===== src/system_pin_map.svh =====
// System pin control: constant definitions.
// Assumes inclusion by bare name from the package and modules.
`ifndef SYSTEM_PIN_MAP_SVH
`define SYSTEM_PIN_MAP_SVH

`define MODE_WIDTH 3
`define MODE_NORMAL 3'h0
`define MODE_EEPROM 3'h1
`define DOWNSTREAM_PORTS 3
`define FUND_RESET_NS 1000
`define CLK_PERIOD_NS 100
`define FUND_RESET_CYCLES ((`FUND_RESET_NS + `CLK_PERIOD_NS - 1) / `CLK_PERIOD_NS)
`define COUNT_WIDTH 4
`define SYNC_RESET_VALUE 1'h0

`endif


===== src/system_pin_pkg.sv =====
// System pin control: shared types.
// Assumes system_pin_map.svh is on the include path.
`include "system_pin_map.svh"

package system_pin_pkg;

   typedef enum logic [3:0]
   {
      st_reset = 4'h1,
      st_init = 4'h2,
      st_halt = 4'h4,
      st_run = 4'h8
   } seq_state_t;

   typedef logic [`MODE_WIDTH-1:0] switch_mode_t;

endpackage : system_pin_pkg


===== src/pin_sync.sv =====
// Two-flop synchroniser for asynchronous pin levels.
// Assumes one clock and an active-low asynchronous reset.
`timescale 1ns/1ps
`include "system_pin_map.svh"

module pin_sync
#(
   parameter int WIDTH = 1
)
(
   input wire logic clk_sys_i,
   input wire logic reset_n_i,
   input wire logic [WIDTH-1:0] async_i,
   output logic [WIDTH-1:0] sync_o
);

   logic [WIDTH-1:0] stage1;
   logic [WIDTH-1:0] next_stage1;
   logic [WIDTH-1:0] next_sync;

   always_comb
   begin
      next_stage1 = async_i;
      next_sync = stage1;
   end

   always_ff @(posedge clk_sys_i or negedge reset_n_i)
   begin
      if (!reset_n_i)
      begin
         stage1 <= {WIDTH{`SYNC_RESET_VALUE}};
         sync_o <= {WIDTH{`SYNC_RESET_VALUE}};
      end
      else
      begin
         stage1 <= next_stage1;
         sync_o <= next_sync;
      end
   end

endmodule : pin_sync


===== src/system_pin_reset_config.sv =====
// System pin control: fundamental reset, halt, straps, wake pin, aux power.
// Assumes board straps are stable around the release of fundamental reset
// and that the management master writes the control bits as plain ports.
//
// Behaviour
// - Names ending N are active low
// - Aux power disable blocks aux supply use
// - Downstream strap presets downstream slot clock bits
// - Software write replaces downstream slot clock
// - Upstream strap presets upstream slot clock bit
// - Software write replaces upstream slot clock
// - Fundamental reset resets logic, starts link reset
// - Hold request keeps reset, serial master running
// - Clearing hold bit releases reset, normal run
// - Mode 0 normal, 1 EEPROM init, rest reserved
// - Direction bit selects wake pin in/out
`timescale 1ns/1ps
`include "system_pin_map.svh"

module system_pin_reset_config
(
   input wire logic clk_sys_i,
   input wire logic reset_n_i,
   input wire logic fundamental_reset_n_i,
   input wire logic reset_hold_request_i,
   input wire logic [`MODE_WIDTH-1:0] switch_mode_strap_i,
   input wire logic common_clock_upstream_strap_i,
   input wire logic common_clock_downstream_strap_i,
   input wire logic aux_power_disable_n_i,
   input wire logic wake_pin_n_i,
   input wire logic wake_direction_bit_i,
   input wire logic wake_request_i,
   input wire logic hold_bit_clear_i,
   input wire logic up_slot_clock_write_i,
   input wire logic up_slot_clock_data_i,
   input wire logic [`DOWNSTREAM_PORTS-1:0] down_slot_clock_write_i,
   input wire logic [`DOWNSTREAM_PORTS-1:0] down_slot_clock_data_i,
   output logic core_reset_n_o,
   output logic link_reset_o,
   output logic serial_master_enable_o,
   output logic switch_run_o,
   output logic eeprom_init_o,
   output logic mode_reserved_o,
   output logic hold_bit_o,
   output logic up_slot_clock_o,
   output logic [`DOWNSTREAM_PORTS-1:0] down_slot_clock_o,
   output logic aux_power_enable_o,
   output logic wake_pin_n_o,
   output logic wake_pin_n_oe_o,
   output logic wake_detected_o
);

   ////////////////////////////////////////////////////////////////////////
   // Pin synchronisers
   localparam int SYNC_W = `MODE_WIDTH + 6;
   logic [SYNC_W-1:0] pins_async;
   logic [SYNC_W-1:0] pins_sync;
   logic fund_rst_n;
   logic hold_req;
   logic [`MODE_WIDTH-1:0] mode_pin;
   logic up_strap;
   logic down_strap;
   logic aux_dis_n;
   logic wake_seen;

   // Wake level inverted so the cleared flops read as idle pin
   assign pins_async = {fundamental_reset_n_i, reset_hold_request_i,
      switch_mode_strap_i, common_clock_upstream_strap_i,
      common_clock_downstream_strap_i, aux_power_disable_n_i,
      !wake_pin_n_i};

   pin_sync #(.WIDTH(SYNC_W)) u_sync
   (
      .clk_sys_i(clk_sys_i),
      .reset_n_i(reset_n_i),
      .async_i(pins_async),
      .sync_o(pins_sync)
   );

   assign {fund_rst_n, hold_req, mode_pin, up_strap, down_strap,
      aux_dis_n, wake_seen} = pins_sync;

   ////////////////////////////////////////////////////////////////////////
   // Reset sequencer
   system_pin_pkg::seq_state_t state;
   system_pin_pkg::seq_state_t next_state;
   logic [`COUNT_WIDTH-1:0] count;
   logic [`COUNT_WIDTH-1:0] next_count;
   logic hold;
   logic next_hold;
   system_pin_pkg::switch_mode_t mode;
   system_pin_pkg::switch_mode_t next_mode;
   logic up_slot;
   logic next_up_slot;
   logic [`DOWNSTREAM_PORTS-1:0] down_slot;
   logic [`DOWNSTREAM_PORTS-1:0] next_down_slot;

   always_comb
   begin
      next_state = state;
      next_count = count;
      next_hold = hold;
      next_mode = mode;
      next_up_slot = up_slot;
      next_down_slot = down_slot;
      if (!fund_rst_n)
      begin
         next_state = system_pin_pkg::st_reset;
         next_count = '0;
         next_hold = 1'b0;
      end
      else
      begin
         case (state)
            system_pin_pkg::st_reset:
            begin
               next_state = system_pin_pkg::st_init;
               next_count = '0;
               next_mode = mode_pin;
               next_up_slot = up_strap;
               next_down_slot = {`DOWNSTREAM_PORTS{down_strap}};
               next_hold = hold_req;
            end
            system_pin_pkg::st_init:
            begin
               if (count >= `COUNT_WIDTH'(`FUND_RESET_CYCLES - 1))
               begin
                  next_state = hold ? system_pin_pkg::st_halt
                     : system_pin_pkg::st_run;
               end
               else
               begin
                  next_count = count + `COUNT_WIDTH'(1);
               end
            end
            system_pin_pkg::st_halt:
            begin
               if (hold_bit_clear_i)
               begin
                  next_hold = 1'b0;
                  next_state = system_pin_pkg::st_run;
               end
            end
            system_pin_pkg::st_run:
            begin
               next_state = system_pin_pkg::st_run;
            end
            default:
            begin
               next_state = system_pin_pkg::st_reset;
            end
         endcase
         if (state != system_pin_pkg::st_reset)
         begin
            if (up_slot_clock_write_i)
            begin
               next_up_slot = up_slot_clock_data_i;
            end
            for (int i = 0; i < `DOWNSTREAM_PORTS; i++)
            begin
               if (down_slot_clock_write_i[i])
               begin
                  next_down_slot[i] = down_slot_clock_data_i[i];
               end
            end
         end
      end
   end

   always_ff @(posedge clk_sys_i or negedge reset_n_i)
   begin
      if (!reset_n_i)
      begin
         state <= system_pin_pkg::st_reset;
         count <= '0;
         hold <= 1'b0;
         mode <= `MODE_NORMAL;
         up_slot <= 1'b0;
         down_slot <= '0;
      end
      else
      begin
         state <= next_state;
         count <= next_count;
         hold <= next_hold;
         mode <= next_mode;
         up_slot <= next_up_slot;
         down_slot <= next_down_slot;
      end
   end

   ////////////////////////////////////////////////////////////////////////
   // Registered outputs
   logic running;
   logic next_core_reset_n;
   logic next_link_reset;
   logic next_serial_master;
   logic next_run;
   logic next_eeprom;
   logic next_reserved;
   logic next_aux_en;
   logic next_wake_oe;
   logic next_wake_det;

   always_comb
   begin
      running = (next_state == system_pin_pkg::st_run);
      next_core_reset_n = running;
      next_link_reset = (next_state == system_pin_pkg::st_reset)
         || (next_state == system_pin_pkg::st_init);
      next_serial_master = (next_state == system_pin_pkg::st_halt)
         || running;
      next_run = running && (next_mode == `MODE_NORMAL
         || next_mode == `MODE_EEPROM);
      next_eeprom = (next_mode == `MODE_EEPROM)
         && (next_state != system_pin_pkg::st_reset);
      next_reserved = (next_mode != `MODE_NORMAL)
         && (next_mode != `MODE_EEPROM);
      next_aux_en = aux_dis_n;
      next_wake_oe = wake_direction_bit_i && wake_request_i;
      next_wake_det = !wake_direction_bit_i && wake_seen;
   end

   always_ff @(posedge clk_sys_i or negedge reset_n_i)
   begin
      if (!reset_n_i)
      begin
         core_reset_n_o <= 1'b0;
         link_reset_o <= 1'b1;
         serial_master_enable_o <= 1'b0;
         switch_run_o <= 1'b0;
         eeprom_init_o <= 1'b0;
         mode_reserved_o <= 1'b0;
         hold_bit_o <= 1'b0;
         up_slot_clock_o <= 1'b0;
         down_slot_clock_o <= '0;
         aux_power_enable_o <= 1'b0;
         wake_pin_n_o <= 1'b0;
         wake_pin_n_oe_o <= 1'b0;
         wake_detected_o <= 1'b0;
      end
      else
      begin
         core_reset_n_o <= next_core_reset_n;
         link_reset_o <= next_link_reset;
         serial_master_enable_o <= next_serial_master;
         switch_run_o <= next_run;
         eeprom_init_o <= next_eeprom;
         mode_reserved_o <= next_reserved;
         hold_bit_o <= next_hold;
         up_slot_clock_o <= next_up_slot;
         down_slot_clock_o <= next_down_slot;
         aux_power_enable_o <= next_aux_en;
         wake_pin_n_o <= 1'b0;
         wake_pin_n_oe_o <= next_wake_oe;
         wake_detected_o <= next_wake_det;
      end
   end

endmodule : system_pin_reset_config


===== config.mk =====
export PLATFORM = sky130hd
export DESIGN_NAME = system_pin_reset_config
export DESIGN_NICKNAME = d
export VERILOG_FILES = /design/src/system_pin_pkg.sv /design/src/pin_sync.sv /design/src/system_pin_reset_config.sv
export VERILOG_INCLUDE_DIRS = /design/src
export SDC_FILE = /design/constraint.sdc
export NUM_CORES = 1
export LEC_CHECK = 0
export ABC_AREA = 1
export BUFFER_PORTS_ARGS = -buffer_cell sky130_fd_sc_hd__clkbuf_2
export CAP_MARGIN = 5
export CORE_MARGIN = 3
export CORE_UTILIZATION = 50
export CTS_CLUSTER_DIAMETER = 50
export DETAILED_ROUTE_END_ITERATION = 7
export HOLD_SLACK_MARGIN = 0.08
export PLACE_DENSITY = 0.71
export SYNTH_ARGS = -nofsm -noshare
export SYNTH_HDL_FRONTEND = slang
export SYNTH_SLANG_ARGS = --single-unit

===== constraint.sdc =====
create_clock -name clk_sys_i -period 3.35 [get_ports clk_sys_i]
set_input_delay 0.5025 -clock clk_sys_i [delete_from_list [all_inputs] [get_ports clk_sys_i]]
set_output_delay 0.5025 -clock clk_sys_i [all_outputs]
set_load 0.02 [all_outputs]

==> results of run 1 <==
## area by class of cell
type | instances | area, sq um | area share, %
well taps | 44 | 55.05 | 2.808
repair buffers | 35 | 175.2 | 8.934
inverters | 26 | 97.59 | 4.978
flip-flops and latches | 43 | 1079 | 55.01
clock buffers | 5 | 37.54 | 1.914
multi-input cells | 95 | 496.7 | 25.34
clock inverters | 3 | 20.02 | 1.021
## worst reg2reg max path, delay by kind of cell, from the launching register on
family	cells	cell delay (ps)
fa+ha+maj	1	160
buf+inv	1	110
flops	1	420
simple gates	7	660
## how the worst max path moves through the flow
| stage | from | end | slack [ps] |
|---|---|---|---|
| finish | link_reset_o | link_reset_o | 1810 |
| global route | count[1] | count[2] | 1740 |
| CTS | link_reset_o | link_reset_o | 1790 |
| detailed placement | count[1] | count[2] | 1930 |
| global placement | reset_n_i | mode[1] | 2000 |
| floorplan | count[1] | count[2] | 2130 |
## synthesized netlist by cell type, drive strengths merged (2+ instances only)
cell type,number
nor2,18
buf,3
a21oi,4
nand2,42
dfrtp,41
nand4,8
dfstp,2
ha,3
inv,26
nand3,6
o21ai,7
a31oi,2
## cell families (layout without fill, tap and decap cells)
kind of cell	Yosys count	after routing	share of synthesized area (%)
buf+inv	29	69	7.153
simple gates	76	76	21.75
fa+ha+maj	3	3	2.213
xor+xnor	1	1	0.5163
compound gates	14	14	4.573
other cells	1	1	0.2210
flops	43	43	63.57
## metal layers
| metal | global-route usage, % | wire length, um | vias to the layer above |
|---|---|---|---|
| li1 | - | - | 595 |
| met1 | 17.50 | 1237 | 556 |
| met2 | 28.09 | 1434 | 26 |
| met3 | 4.921 | 160 | 6 |
| met4 | 6.332 | 45 | 0 |
| met5 | 0 | 0 | - |
## state kept, by name, summed over array words and instances, names as in the netlist
signal,cells
u_sync.next_sync,9
u_sync.sync_o,9
count,4
state,4
down_slot_clock_o,3
mode,3
aux_power_enable_o,1
core_reset_n_o,1
eeprom_init_o,1
hold_bit_o,1
link_reset_o,1
mode_reserved_o,1
serial_master_enable_o,1
switch_run_o,1
up_slot_clock_o,1
wake_detected_o,1
wake_pin_n_oe_o,1
## power groups by stage
stage / logic (mW) / clock network (mW) / registers, mW
floorplan: 0.117 / 0 / 0.630
CTS: 0.205 / 0.251 / 0.598
global placement: 0.199 / 0 / 0.605
finish: 0.203 / 0.244 / 0.597
global route: 0.230 / 0.277 / 0.605
detailed placement: 0.205 / 0 / 0.608
==> impl_metrics.prom, run 1 <==
# TYPE chip_impl_metric gauge
chip_impl_info{name="synth_top_area_cell",value="dfrtp_1"} 1
chip_impl_metric{name="worst-endpoint-required",unit="ps"} 2850
chip_impl_metric{name="yosys.cell_types.count",unit=""} 27
chip_impl_metric{name="htree_num_levels",unit=""} 2
chip_impl_metric{name="synth.avg_cell_area",unit="sq um"} 10.16
chip_impl_metric{name="holdPathStages",unit=""} 1
chip_impl_metric{name="detail_route.wirelength",unit="um"} 2878
chip_impl_metric{name="grt_first_pass_wirelength",unit="um"} 5009
chip_impl_info{name="rsz0062_at_grt",value="no"} 1
chip_impl_metric{name="antenna_violating_nets_post_route",unit=""} 0
chip_impl_metric{name="nets",unit=""} 231
chip_impl_metric{name="crit_arrival",unit="ps"} 1040
chip_impl_info{name="start_kind",value="flip-flop"} 1
chip_impl_metric{name="num_vias",unit=""} 1183
chip_impl_metric{name="max-slew-margin-rel",unit="%"} 33.53
chip_impl_metric{name="fin_tns_setup",unit="ps"} 0
chip_impl_metric{name="ir_drop",unit="mV"} 0.3489
chip_impl_metric{name="cap_viol_max_count",unit=""} 0
chip_impl_metric{name="timing.final.hold_violations",unit=""} 0
chip_impl_metric{name="pwr-share-comb",unit="%"} 19.4
chip_impl_metric{name="hpwlAfterDp",unit="um"} 2150
chip_impl_info{name="worstReg2RegEnd",value="count[2]"} 1
chip_impl_metric{name="stdcell_area",unit="sq um"} 1961
chip_impl_info{name="timing.critical_path.cells",value="clkbuf_2"} 1
chip_impl_metric{name="first_global_vias",unit=""} 1231
chip_impl_metric{name="p_per_area",unit="nW/um^2"} 532.1
chip_impl_metric{name="path_clk_slew",unit="ps"} 120
chip_impl_metric{name="clock-skew-final",unit="ps"} 11.54
chip_impl_metric{name="cts_setup_buffers",unit=""} 0
chip_impl_metric{name="dieWidth",unit="um"} 64.25
chip_impl_metric{name="fin_util",unit="%"} 62.18
chip_impl_metric{name="grt_max_degree",unit=""} 44
chip_impl_metric{name="viasPerCell",unit=""} 4.713
chip_impl_metric{name="cts.sink_count",unit=""} 43
chip_impl_metric{name="max_freq",unit="MHz"} 647.7
chip_impl_metric{name="buffer_ports.inserted",unit=""} 35
chip_impl_metric{name="postLayoutSetupSlackWorst",unit="ps"} 1806
chip_impl_metric{name="cts-root-to-sink-buffers",unit=""} 2
chip_impl_metric{name="timing.hold.ws",unit="ps"} 242.5
chip_impl_info{name="final_common_cell",value="dfrtp_1"} 1
chip_impl_info{name="timing.hold.worst_endpoint",value="u_sync.next_sync[7]"} 1
chip_impl_metric{name="tightestPinTransition",unit="ps"} 997.0
chip_impl_metric{name="mappedNetlistNets",unit=""} 192
chip_impl_metric{name="power_frac_clock",unit="%"} 23.4
chip_impl_info{name="worstHoldStart",value="reset_hold_request_i"} 1
chip_impl_metric{name="critical_path_cell_count",unit=""} 1
chip_impl_metric{name="dp_cells",unit=""} 243
chip_impl_metric{name="leakage_component_of_the_power",unit="nW"} 1.037
chip_impl_metric{name="setup_viol",unit=""} 0
chip_impl_info{name="critical_path.top_delay_family",value="flip-flops"} 1
chip_impl_metric{name="cts_buffers",unit=""} 5
chip_impl_info{name="clock_tree_from_tritoncts",value="done"} 1
chip_impl_metric{name="worst_skew_pair.late_latency",unit="ps"} 350
chip_impl_metric{name="post_synth_inst_count",unit=""} 167
chip_impl_info{name="worst-setup-path-type",value="flip-flop to output pin"} 1
chip_impl_metric{name="final.period_utilization",unit="%"} 46.09
chip_impl_metric{name="seqPwrFrac",unit="%"} 57.2
chip_impl_metric{name="power.total",unit="mW"} 1.043
chip_impl_metric{name="layout-drive-gt1-share",unit="%"} 29.95
chip_impl_info{name="status",value="finished, final reports clean"} 1
chip_impl_metric{name="global_route.usage.total",unit="%"} 15.83
chip_impl_info{name="end_kind",value="output pin"} 1
chip_impl_info{name="synth_area_leaders",value="dfrtp_1 (60%), nand2_1 (8.0%), inv_1 (5.1%)"} 1
chip_impl_metric{name="power_switching",unit="mW"} 0.3262
chip_impl_metric{name="ys_warn_count",unit=""} 0
chip_impl_metric{name="dp_worst_setup_slack",unit="ps"} 1926
chip_impl_metric{name="placedInstanceArea",unit="sq um"} 1903
chip_impl_metric{name="worst-path-max-fanout",unit=""} 1
chip_impl_metric{name="r2r_cells",unit=""} 9
chip_impl_metric{name="drt-initial-drc-count",unit=""} 71
chip_impl_metric{name="die-height",unit="um"} 64.25
chip_impl_metric{name="hold_fix_buffers_cts",unit=""} 0
chip_impl_metric{name="io_pins",unit=""} 37
chip_impl_metric{name="ys_seq_area_share",unit="%"} 63.57
chip_impl_metric{name="dr.pass1.iters",unit=""} 4
chip_impl_metric{name="drcViolationCount",unit=""} 0
chip_impl_metric{name="synth-edff-count",unit=""} 0
chip_impl_info{name="reg2reg_start",value="count[1]"} 1
chip_impl_metric{name="design.die.area",unit="sq um"} 4128
chip_impl_metric{name="finish.cell_count_without_fillers",unit=""} 251
chip_impl_metric{name="antenna_found_initial",unit=""} 0
chip_impl_metric{name="power_report.internal_total",unit="mW"} 0.7170
chip_impl_metric{name="r2r_setup_slack",unit="ps"} 1920
chip_impl_metric{name="fillerInstances",unit=""} 285
chip_impl_info{name="layout.cells.most_common_list",value="dfrtp_1 (41), nand2_1 (36), clkbuf_2 (35)"} 1
chip_impl_metric{name="cts_resized",unit=""} 0
chip_impl_metric{name="max_stage_delay",unit="ps"} 540
chip_impl_metric{name="global_route_overflow",unit=""} 0
chip_impl_info{name="synth_flop_cell",value="dfrtp_1"} 1
chip_impl_metric{name="slew_violations",unit=""} 0
chip_impl_info{name="holdCritPathClass",value="input pin to flip-flop"} 1
chip_impl_metric{name="worstPathBufferInverterCount",unit=""} 1
chip_impl_metric{name="power.share.switching",unit="%"} 31.27
chip_impl_metric{name="final_period_minus_worst_setup_slack",unit="ps"} 1544
chip_impl_metric{name="core_region_area",unit="sq um"} 3153
chip_impl_metric{name="row_count",unit=""} 20
chip_impl_metric{name="drt-wirelength-per-cell",unit="um"} 11.47
chip_impl_metric{name="area_growth_syn_to_layout",unit="%"} 15.56
chip_impl_info{name="timing.critical_path.slowest_stage_cell",value="dfstp_2"} 1
chip_impl_info{name="cts_root_buf",value="clkbuf_4"} 1
chip_impl_metric{name="effective_utilization_at_floorplan",unit="%"} 53.81
chip_impl_metric{name="count_of_inserted_antenna_diode_cells",unit=""} 0
chip_impl_metric{name="number_of_synthesized_register_bits",unit=""} 43
chip_impl_metric{name="synthesis.area",unit="sq um"} 1697
chip_impl_metric{name="ys_async_sr_fraction",unit="%"} 100.0
chip_impl_metric{name="fraction_of_post_synthesis_cell_area_in_the_top_cell_type_by_area",unit="%"} 60.47
chip_impl_metric{name="finalWeightedCongestion",unit=""} 0.8413
Note: power is estimated with default switching activity, not from simulation.
==> inputs of run 2 (changes only) <==
- clock period: 3.35 -> 1.43 ns (I/O delays scaled with it)
==> impl_metrics.prom, run 2 (synthesis results as in run 1) <==
# TYPE chip_impl_metric gauge
chip_impl_info{name="status",value="finished, final reports clean"} 1
chip_impl_info{name="start_kind",value="flip-flop"} 1
chip_impl_metric{name="final_period_minus_worst_setup_slack",unit="ps"} 1346
chip_impl_metric{name="cts-root-to-sink-buffers",unit=""} 2
chip_impl_metric{name="worst-path-max-fanout",unit=""} 5
chip_impl_metric{name="r2r_cells",unit=""} 9
chip_impl_metric{name="r2r_setup_slack",unit="ps"} 80
chip_impl_metric{name="leakage_component_of_the_power",unit="nW"} 1.145
chip_impl_metric{name="worst_skew_pair.late_latency",unit="ps"} 350
chip_impl_metric{name="slew_violations",unit=""} 0
chip_impl_info{name="rsz0062_at_grt",value="yes"} 1
chip_impl_metric{name="p_per_area",unit="nW/um^2"} 1253
chip_impl_metric{name="grt_first_pass_wirelength",unit="um"} 5554
chip_impl_metric{name="fin_util",unit="%"} 69.01
chip_impl_metric{name="cts_buffers",unit=""} 5
chip_impl_metric{name="first_global_vias",unit=""} 1358
chip_impl_metric{name="stdcell_area",unit="sq um"} 2176
chip_impl_info{name="worstHoldStart",value="down_slot_clock_write_i[0]"} 1
chip_impl_metric{name="cts.sink_count",unit=""} 43
chip_impl_metric{name="worst-endpoint-required",unit="ps"} 1670
chip_impl_info{name="reg2reg_start",value="count[1]"} 1
chip_impl_metric{name="ir_drop",unit="mV"} 0.8257
chip_impl_metric{name="clock-skew-final",unit="ps"} 9.902
chip_impl_metric{name="core_region_area",unit="sq um"} 3153
chip_impl_metric{name="viasPerCell",unit=""} 4.869
chip_impl_metric{name="cap_viol_max_count",unit=""} 0
chip_impl_metric{name="antenna_found_initial",unit=""} 0
chip_impl_info{name="final_common_cell",value="dfrtp_1"} 1
chip_impl_metric{name="design.die.area",unit="sq um"} 4128
chip_impl_metric{name="crit_arrival",unit="ps"} 1590
chip_impl_info{name="worstReg2RegEnd",value="count[2]"} 1
chip_impl_metric{name="finish.cell_count_without_fillers",unit=""} 268
chip_impl_info{name="cts_root_buf",value="clkbuf_4"} 1
chip_impl_metric{name="drcViolationCount",unit=""} 0
chip_impl_metric{name="nets",unit=""} 248
chip_impl_metric{name="finalWeightedCongestion",unit=""} 0.8529
chip_impl_metric{name="setup_viol",unit=""} 0
chip_impl_metric{name="row_count",unit=""} 20
chip_impl_info{name="clock_tree_from_tritoncts",value="done"} 1
chip_impl_info{name="timing.hold.worst_endpoint",value="down_slot_clock_o[0]"} 1
chip_impl_metric{name="grt_max_degree",unit=""} 26
chip_impl_metric{name="layout-drive-gt1-share",unit="%"} 31.70
chip_impl_metric{name="placedInstanceArea",unit="sq um"} 1931
chip_impl_info{name="end_kind",value="flip-flop"} 1
chip_impl_metric{name="max_freq",unit="MHz"} 742.9
chip_impl_metric{name="drt-initial-drc-count",unit=""} 69
chip_impl_info{name="worst-setup-path-type",value="flip-flop to flip-flop"} 1
chip_impl_metric{name="detail_route.wirelength",unit="um"} 3182
chip_impl_metric{name="io_pins",unit=""} 37
chip_impl_metric{name="holdPathStages",unit=""} 4
chip_impl_metric{name="htree_num_levels",unit=""} 2
chip_impl_metric{name="area_growth_syn_to_layout",unit="%"} 28.25
chip_impl_metric{name="global_route_overflow",unit=""} 0
chip_impl_metric{name="count_of_inserted_antenna_diode_cells",unit=""} 0
chip_impl_metric{name="hpwlAfterDp",unit="um"} 2339
chip_impl_metric{name="dieWidth",unit="um"} 64.25
chip_impl_metric{name="final.period_utilization",unit="%"} 94.13
chip_impl_metric{name="dr.pass1.iters",unit=""} 6
chip_impl_metric{name="global_route.usage.total",unit="%"} 17.66
chip_impl_metric{name="num_vias",unit=""} 1305
chip_impl_info{name="layout.cells.most_common_list",value="dfrtp_1 (41), nand2_1 (35), clkbuf_2 (35)"} 1
chip_impl_metric{name="die-height",unit="um"} 64.25
chip_impl_metric{name="path_clk_slew",unit="ps"} 110
chip_impl_metric{name="timing.final.hold_violations",unit=""} 0
chip_impl_metric{name="drt-wirelength-per-cell",unit="um"} 11.87
chip_impl_metric{name="effective_utilization_at_floorplan",unit="%"} 53.81
chip_impl_metric{name="antenna_violating_nets_post_route",unit=""} 0
chip_impl_metric{name="dp_cells",unit=""} 245
chip_impl_metric{name="buffer_ports.inserted",unit=""} 35
chip_impl_info{name="holdCritPathClass",value="input pin to flip-flop"} 1
run 2: cell types whose count changed in the layout (fill, tap and decap cells not counted), sizes merged:
cell / before / now
clkinvlp: 2 / 0
clkbuf: 40 / 41
clkinv: 1 / 0
bufinv: 0 / 1
inv: 26 / 27
buf: 0 / 5
dlygate4sd3: 0 / 12
run 2: layout make-up:
type                    instances  area [sq um]
repair buffers                 52         345.3
clock buffers                   6         51.30
well taps                      44         55.05
inverters                      26         97.59
clock inverters                 2         38.79
multi-input cells              95         509.2
fillers                       261         977.2
flip-flops and latches         43          1079
run 2: worst max path at each step:
| stage | startpoint | endpoint | slack, ps | depth (start not counted) |
|---|---|---|---|---|
| after global placement | count[1] | count[2] | 110 | 9 |
| final | count[1] | count[2] | 80 | 9 |
| after detailed placement | count[1] | count[2] | 60 | 9 |
| after floorplan | count[1] | count[2] | 210 | 9 |
| after CTS | count[0] | count[2] | 40 | 8 |
| after global routing | count[1] | count[0] | -40 | 9 |
run 2: critical path, stage by stage (launching register included):
cell and delay, ps:
dfrtp_1 420, inv_2 80, ha_1 140, nor2_1 40
nand2_1 120, nand2_2 90, nand2_4 100, nand3_1 110
nand2_1 90, nand2_1 50
run 2: metrics by stage:
step | power (mW) | hold WS, ps | worst slack, ps | TNS [ps]
final | 2.725 | 172.2 | 84.01 | 0
after detailed placement | 1.920 | 202.9 | 60.00 | 0
after global placement | 1.892 | 193.5 | 112.5 | 0
after floorplan | 1.751 | -81.09 | 211.5 | 0
after CTS | 2.738 | 160.1 | 42.55 | 0
after global routing | 2.912 | 160.4 | -36.57 | -131.5
run 2: where the power goes:
part	internal, mW	total [mW]	switching (mW)
sequential	1.34	1.40	0.0618
combinational	0.192	0.534	0.341
clock	0.422	0.793	0.371
total	1.95	2.73	0.774
run 2: per-layer routing:
metal	global-route usage (%)	wire, um	vias up	share of wire (%)
met4	6.332	48	0	1.5
met1	18.04	1214	634	38
li1	-	-	632	-
met2	33.12	1788	30	56
met5	0	0	-	0
met3	5.800	131	9	4.1
run 2: repair_timing:
item	CTS	global route
resized for setup	0	5
setup endpoints to repair	0	6
endpoints found under the hold margin	27	0
buffers inserted	0	3
hold buffers	12	0
==> inputs of run 3 (changes only) <==
- ABC_AREA: 1 -> 0
- RECOVER_POWER: not set -> 100
==> impl_metrics.prom, run 3 <==
# TYPE chip_impl_metric gauge
chip_impl_info{name="timing.critical_path.cells",value="buf_6 > or4b_4 > nor4_4 > o221a_4 > nor2b_4"} 1
chip_impl_metric{name="post_synth_inst_count",unit=""} 125
chip_impl_metric{name="clock-skew-final",unit="ps"} 4.114
chip_impl_metric{name="hpwlAfterDp",unit="um"} 2366
chip_impl_metric{name="worst-path-max-fanout",unit=""} 4
chip_impl_metric{name="final.period_utilization",unit="%"} 115.4
chip_impl_metric{name="num_vias",unit=""} 1262
chip_impl_metric{name="detail_route.wirelength",unit="um"} 3724
chip_impl_metric{name="antenna_violating_nets_post_route",unit=""} 0
chip_impl_metric{name="power.share.switching",unit="%"} 28.15
chip_impl_metric{name="drt-initial-drc-count",unit=""} 49
chip_impl_metric{name="dieWidth",unit="um"} 63.87
chip_impl_metric{name="seqPwrFrac",unit="%"} 49.2
chip_impl_metric{name="slew_violations",unit=""} 0
chip_impl_metric{name="grt_first_pass_wirelength",unit="um"} 6403
chip_impl_info{name="critical_path.top_delay_family",value="simple AND/OR/NAND/NOR gates"} 1
chip_impl_metric{name="worst-endpoint-required",unit="ps"} 1730
chip_impl_metric{name="area_growth_syn_to_layout",unit="%"} 45.81
chip_impl_metric{name="ys_async_sr_fraction",unit="%"} 100.0
chip_impl_metric{name="worst_skew_pair.late_latency",unit="ps"} 360
chip_impl_metric{name="timing.final.hold_violations",unit=""} 0
chip_impl_metric{name="design.die.area",unit="sq um"} 4079
chip_impl_metric{name="count_of_inserted_antenna_diode_cells",unit=""} 0
chip_impl_info{name="end_kind",value="flip-flop"} 1
chip_impl_metric{name="max_stage_delay",unit="ps"} 520
chip_impl_metric{name="antenna_found_initial",unit=""} 0
chip_impl_info{name="yosys.cell_count.top_type",value="dfrtp_1"} 1
chip_impl_metric{name="yosys.cell_types.count",unit=""} 45
chip_impl_info{name="synth_top_area_cell",value="dfrtp_1"} 1
chip_impl_metric{name="io_pins",unit=""} 37
chip_impl_metric{name="synthesis.area",unit="sq um"} 1674
chip_impl_metric{name="power_frac_clock",unit="%"} 27.6
chip_impl_metric{name="fraction_of_post_synthesis_cell_area_in_the_top_cell_type_by_area",unit="%"} 61.29
chip_impl_metric{name="multiInputGateArea",unit="sq um"} 660.6
chip_impl_metric{name="fin_tns_setup",unit="ps"} -2972
chip_impl_info{name="start_kind",value="flip-flop"} 1
chip_impl_metric{name="synth-edff-count",unit=""} 0
chip_impl_info{name="synth_flop_cell",value="dfrtp_1"} 1
chip_impl_metric{name="cts.sink_count",unit=""} 43
chip_impl_info{name="worst-setup-path-type",value="flip-flop to flip-flop"} 1
chip_impl_metric{name="ir_drop",unit="mV"} 0.8786
chip_impl_metric{name="power_report.internal_total",unit="mW"} 2.028
chip_impl_metric{name="leakage_component_of_the_power",unit="nW"} 1.144
chip_impl_metric{name="pwr-share-comb",unit="%"} 23.2
chip_impl_metric{name="ys_warn_count",unit=""} 0
chip_impl_metric{name="viasPerCell",unit=""} 5.028
chip_impl_metric{name="dr.pass1.iters",unit=""} 4
chip_impl_metric{name="crit_arrival",unit="ps"} 1950
chip_impl_metric{name="drcViolationCount",unit=""} 0
chip_impl_metric{name="ys_seq_area_share",unit="%"} 64.42
chip_impl_metric{name="number_of_synthesized_register_bits",unit=""} 43
chip_impl_metric{name="synth.avg_cell_area",unit="sq um"} 13.39
chip_impl_metric{name="mappedNetlistNets",unit=""} 150
chip_impl_info{name="final_common_cell",value="dfrtp_1"} 1
chip_impl_metric{name="finalWeightedCongestion",unit=""} 0.7972
chip_impl_info{name="violations",value="setup timing"} 1
chip_impl_metric{name="grt_max_degree",unit=""} 21
chip_impl_metric{name="global_route.usage.total",unit="%"} 20.83
chip_impl_metric{name="first_global_vias",unit=""} 1386
chip_impl_metric{name="cts-root-to-sink-buffers",unit=""} 2
chip_impl_metric{name="row_count",unit=""} 20
chip_impl_info{name="layout.cells.most_common_list",value="dfrtp_1 (41), buf_4 (24), clkbuf_2 (19)"} 1
chip_impl_metric{name="max-slew-margin-rel",unit="%"} 34.91
chip_impl_metric{name="setup_viol",unit=""} 22
chip_impl_metric{name="layout-drive-gt1-share",unit="%"} 43.00
chip_impl_metric{name="fillerInstances",unit=""} 188
chip_impl_metric{name="tightestPinTransition",unit="ps"} 976.3
chip_impl_metric{name="effective_utilization_at_floorplan",unit="%"} 53.52
chip_impl_metric{name="drt-wirelength-per-cell",unit="um"} 14.84
chip_impl_metric{name="worstPathBufferInverterCount",unit=""} 1
chip_impl_metric{name="timing.hold.ws",unit="ps"} 169.5
chip_impl_metric{name="power.total",unit="mW"} 2.822
chip_impl_info{name="clock_tree_from_tritoncts",value="done"} 1
chip_impl_info{name="post_synth_most_frequent_cells",value="dfrtp_1 (41), nand2_1 (9), nor2_1 (8), inv_1 (5), o21ai_0 (4)"} 1
chip_impl_info{name="cts_root_buf",value="clkbuf_4"} 1
chip_impl_info{name="synth_area_leaders",value="dfrtp_1 (61%), dfstp_2 (3.1%), ha_1 (2.2%)"} 1
chip_impl_info{name="status",value="complete, but fails checks"} 1
chip_impl_metric{name="postLayoutSetupSlackWorst",unit="ps"} -220.7
chip_impl_metric{name="nets",unit=""} 231
chip_impl_metric{name="path_clk_slew",unit="ps"} 120
chip_impl_metric{name="final_period_minus_worst_setup_slack",unit="ps"} 1651
chip_impl_metric{name="power_switching",unit="mW"} 0.7946
chip_impl_metric{name="area.sequential",unit="sq um"} 1079
chip_impl_info{name="holdCritPathClass",value="input pin to flip-flop"} 1
chip_impl_metric{name="global_route_overflow",unit=""} 0
chip_impl_info{name="rsz0062_at_grt",value="yes"} 1
chip_impl_metric{name="max_freq",unit="MHz"} 605.8
chip_impl_metric{name="htree_num_levels",unit=""} 2
chip_impl_metric{name="p_per_area",unit="nW/um^2"} 1156
chip_impl_metric{name="core_region_area",unit="sq um"} 3128
chip_impl_info{name="timing.critical_path.slowest_stage_cell",value="or4b_4"} 1
chip_impl_metric{name="die-height",unit="um"} 63.87
chip_impl_metric{name="cts_buffers",unit=""} 5
chip_impl_metric{name="buffer_ports.inserted",unit=""} 35
chip_impl_metric{name="cap_viol_max_count",unit=""} 0
[run 3: changes by cell type after synthesis, moves of 3 or more]
cell / change
nor2_2: -4
mux2_1: +3
inv_2: -3
nor2_1: -4
nand2_1: -27
a22o_1: +3
inv_1: -18
nand2_2: -5
nand3_1: -3
nand4_1: -6
[run 3: cells by family after synthesis]
family                     after synthesis  synth area share (%)
muxes                                    6                 3.886
AOI/OAI and AO/OA                       20                 8.894
xor gates and xnor gates                 2                 1.047
buffers and inverters                   10                 3.213
DFF                                     43                 64.42
and+or+nand+nor                         40                 16.07
other                                    1                0.2240
adders and majority gates                3                 2.242
[run 3: area by class of cell]
class	instances	share of cell area [%]
clock buffer	5	1.538
sequential	43	44.18
tap	44	2.255
clock inverter	3	1.896
timing repair buffer	79	22.30
inverter	5	0.7688
multi-input combinational	72	27.06
[run 3: final timing paths]
path                                     start                to  slack [ps]  cells after the start
min reg2reg                u_sync.next_sync[3]  u_sync.sync_o[3]         360                      0
max in group asynchronous            reset_n_i          count[0]         180                      3
max                                   state[0]      switch_run_o        -220                      5
max reg2reg                           state[0]      switch_run_o        -220                      5
min                           hold_bit_clear_i          state[2]         170                      3
min in group asynchronous            reset_n_i           mode[2]         520                      2
[run 3: what timing repair did]
action / 4_1_cts / 5_1_grt
endpoints found under the hold margin: 28 / 0
endpoints found under the setup margin: 22 / 22
setup buffers: 9 / 4
pin swaps: 18 / 4
hold buffers: 13 / 0
resized for setup: 19 / 10
[run 3: worst reg2reg max path: stages, from the launching register on]
cell and delay (ps):
dfstp_2 400, buf_6 120, or4b_4 520, nor4_4 210
o221a_4 230, nor2b_4 120
[run 3: routing by layer]
metal  vias up  track usage (%)  share of wire (%)
met5         -                0                  0
met1       618            24.65                 41
met3         8            6.678                5.7
li1        597                -                  -
met2        39            33.68                 51
met4         0            11.05                2.1
[run 3: through the flow]
| step | instances | worst slack [ps] | cell area (sq um) | utilization, % |
|---|---|---|---|---|
| floorplan | 125 | -228.3 | 1694 | - |
| global placement | 217 | -225.9 | 2024 | 64.72 |
| detailed placement | 217 | -284.3 | 2024 | 64.72 |
| CTS | 247 | -260.4 | 2392 | 76.48 |
| global route | 251 | -312.3 | 2441 | 78.04 |
| finish | 251 | -220.7 | 2441 | 78.04 |
[run 3: power by group through the flow]
stage          Sequential, mW  Clock [mW]  Combinational [mW]
3_3_place_gp             1.40           0               0.459
4_1_cts                  1.39       0.803               0.617
6_report                 1.39       0.779               0.656
5_1_grt                  1.40       0.869               0.706
2_1_floorplan            1.47           0               0.208
3_5_place_dp             1.41           0               0.477
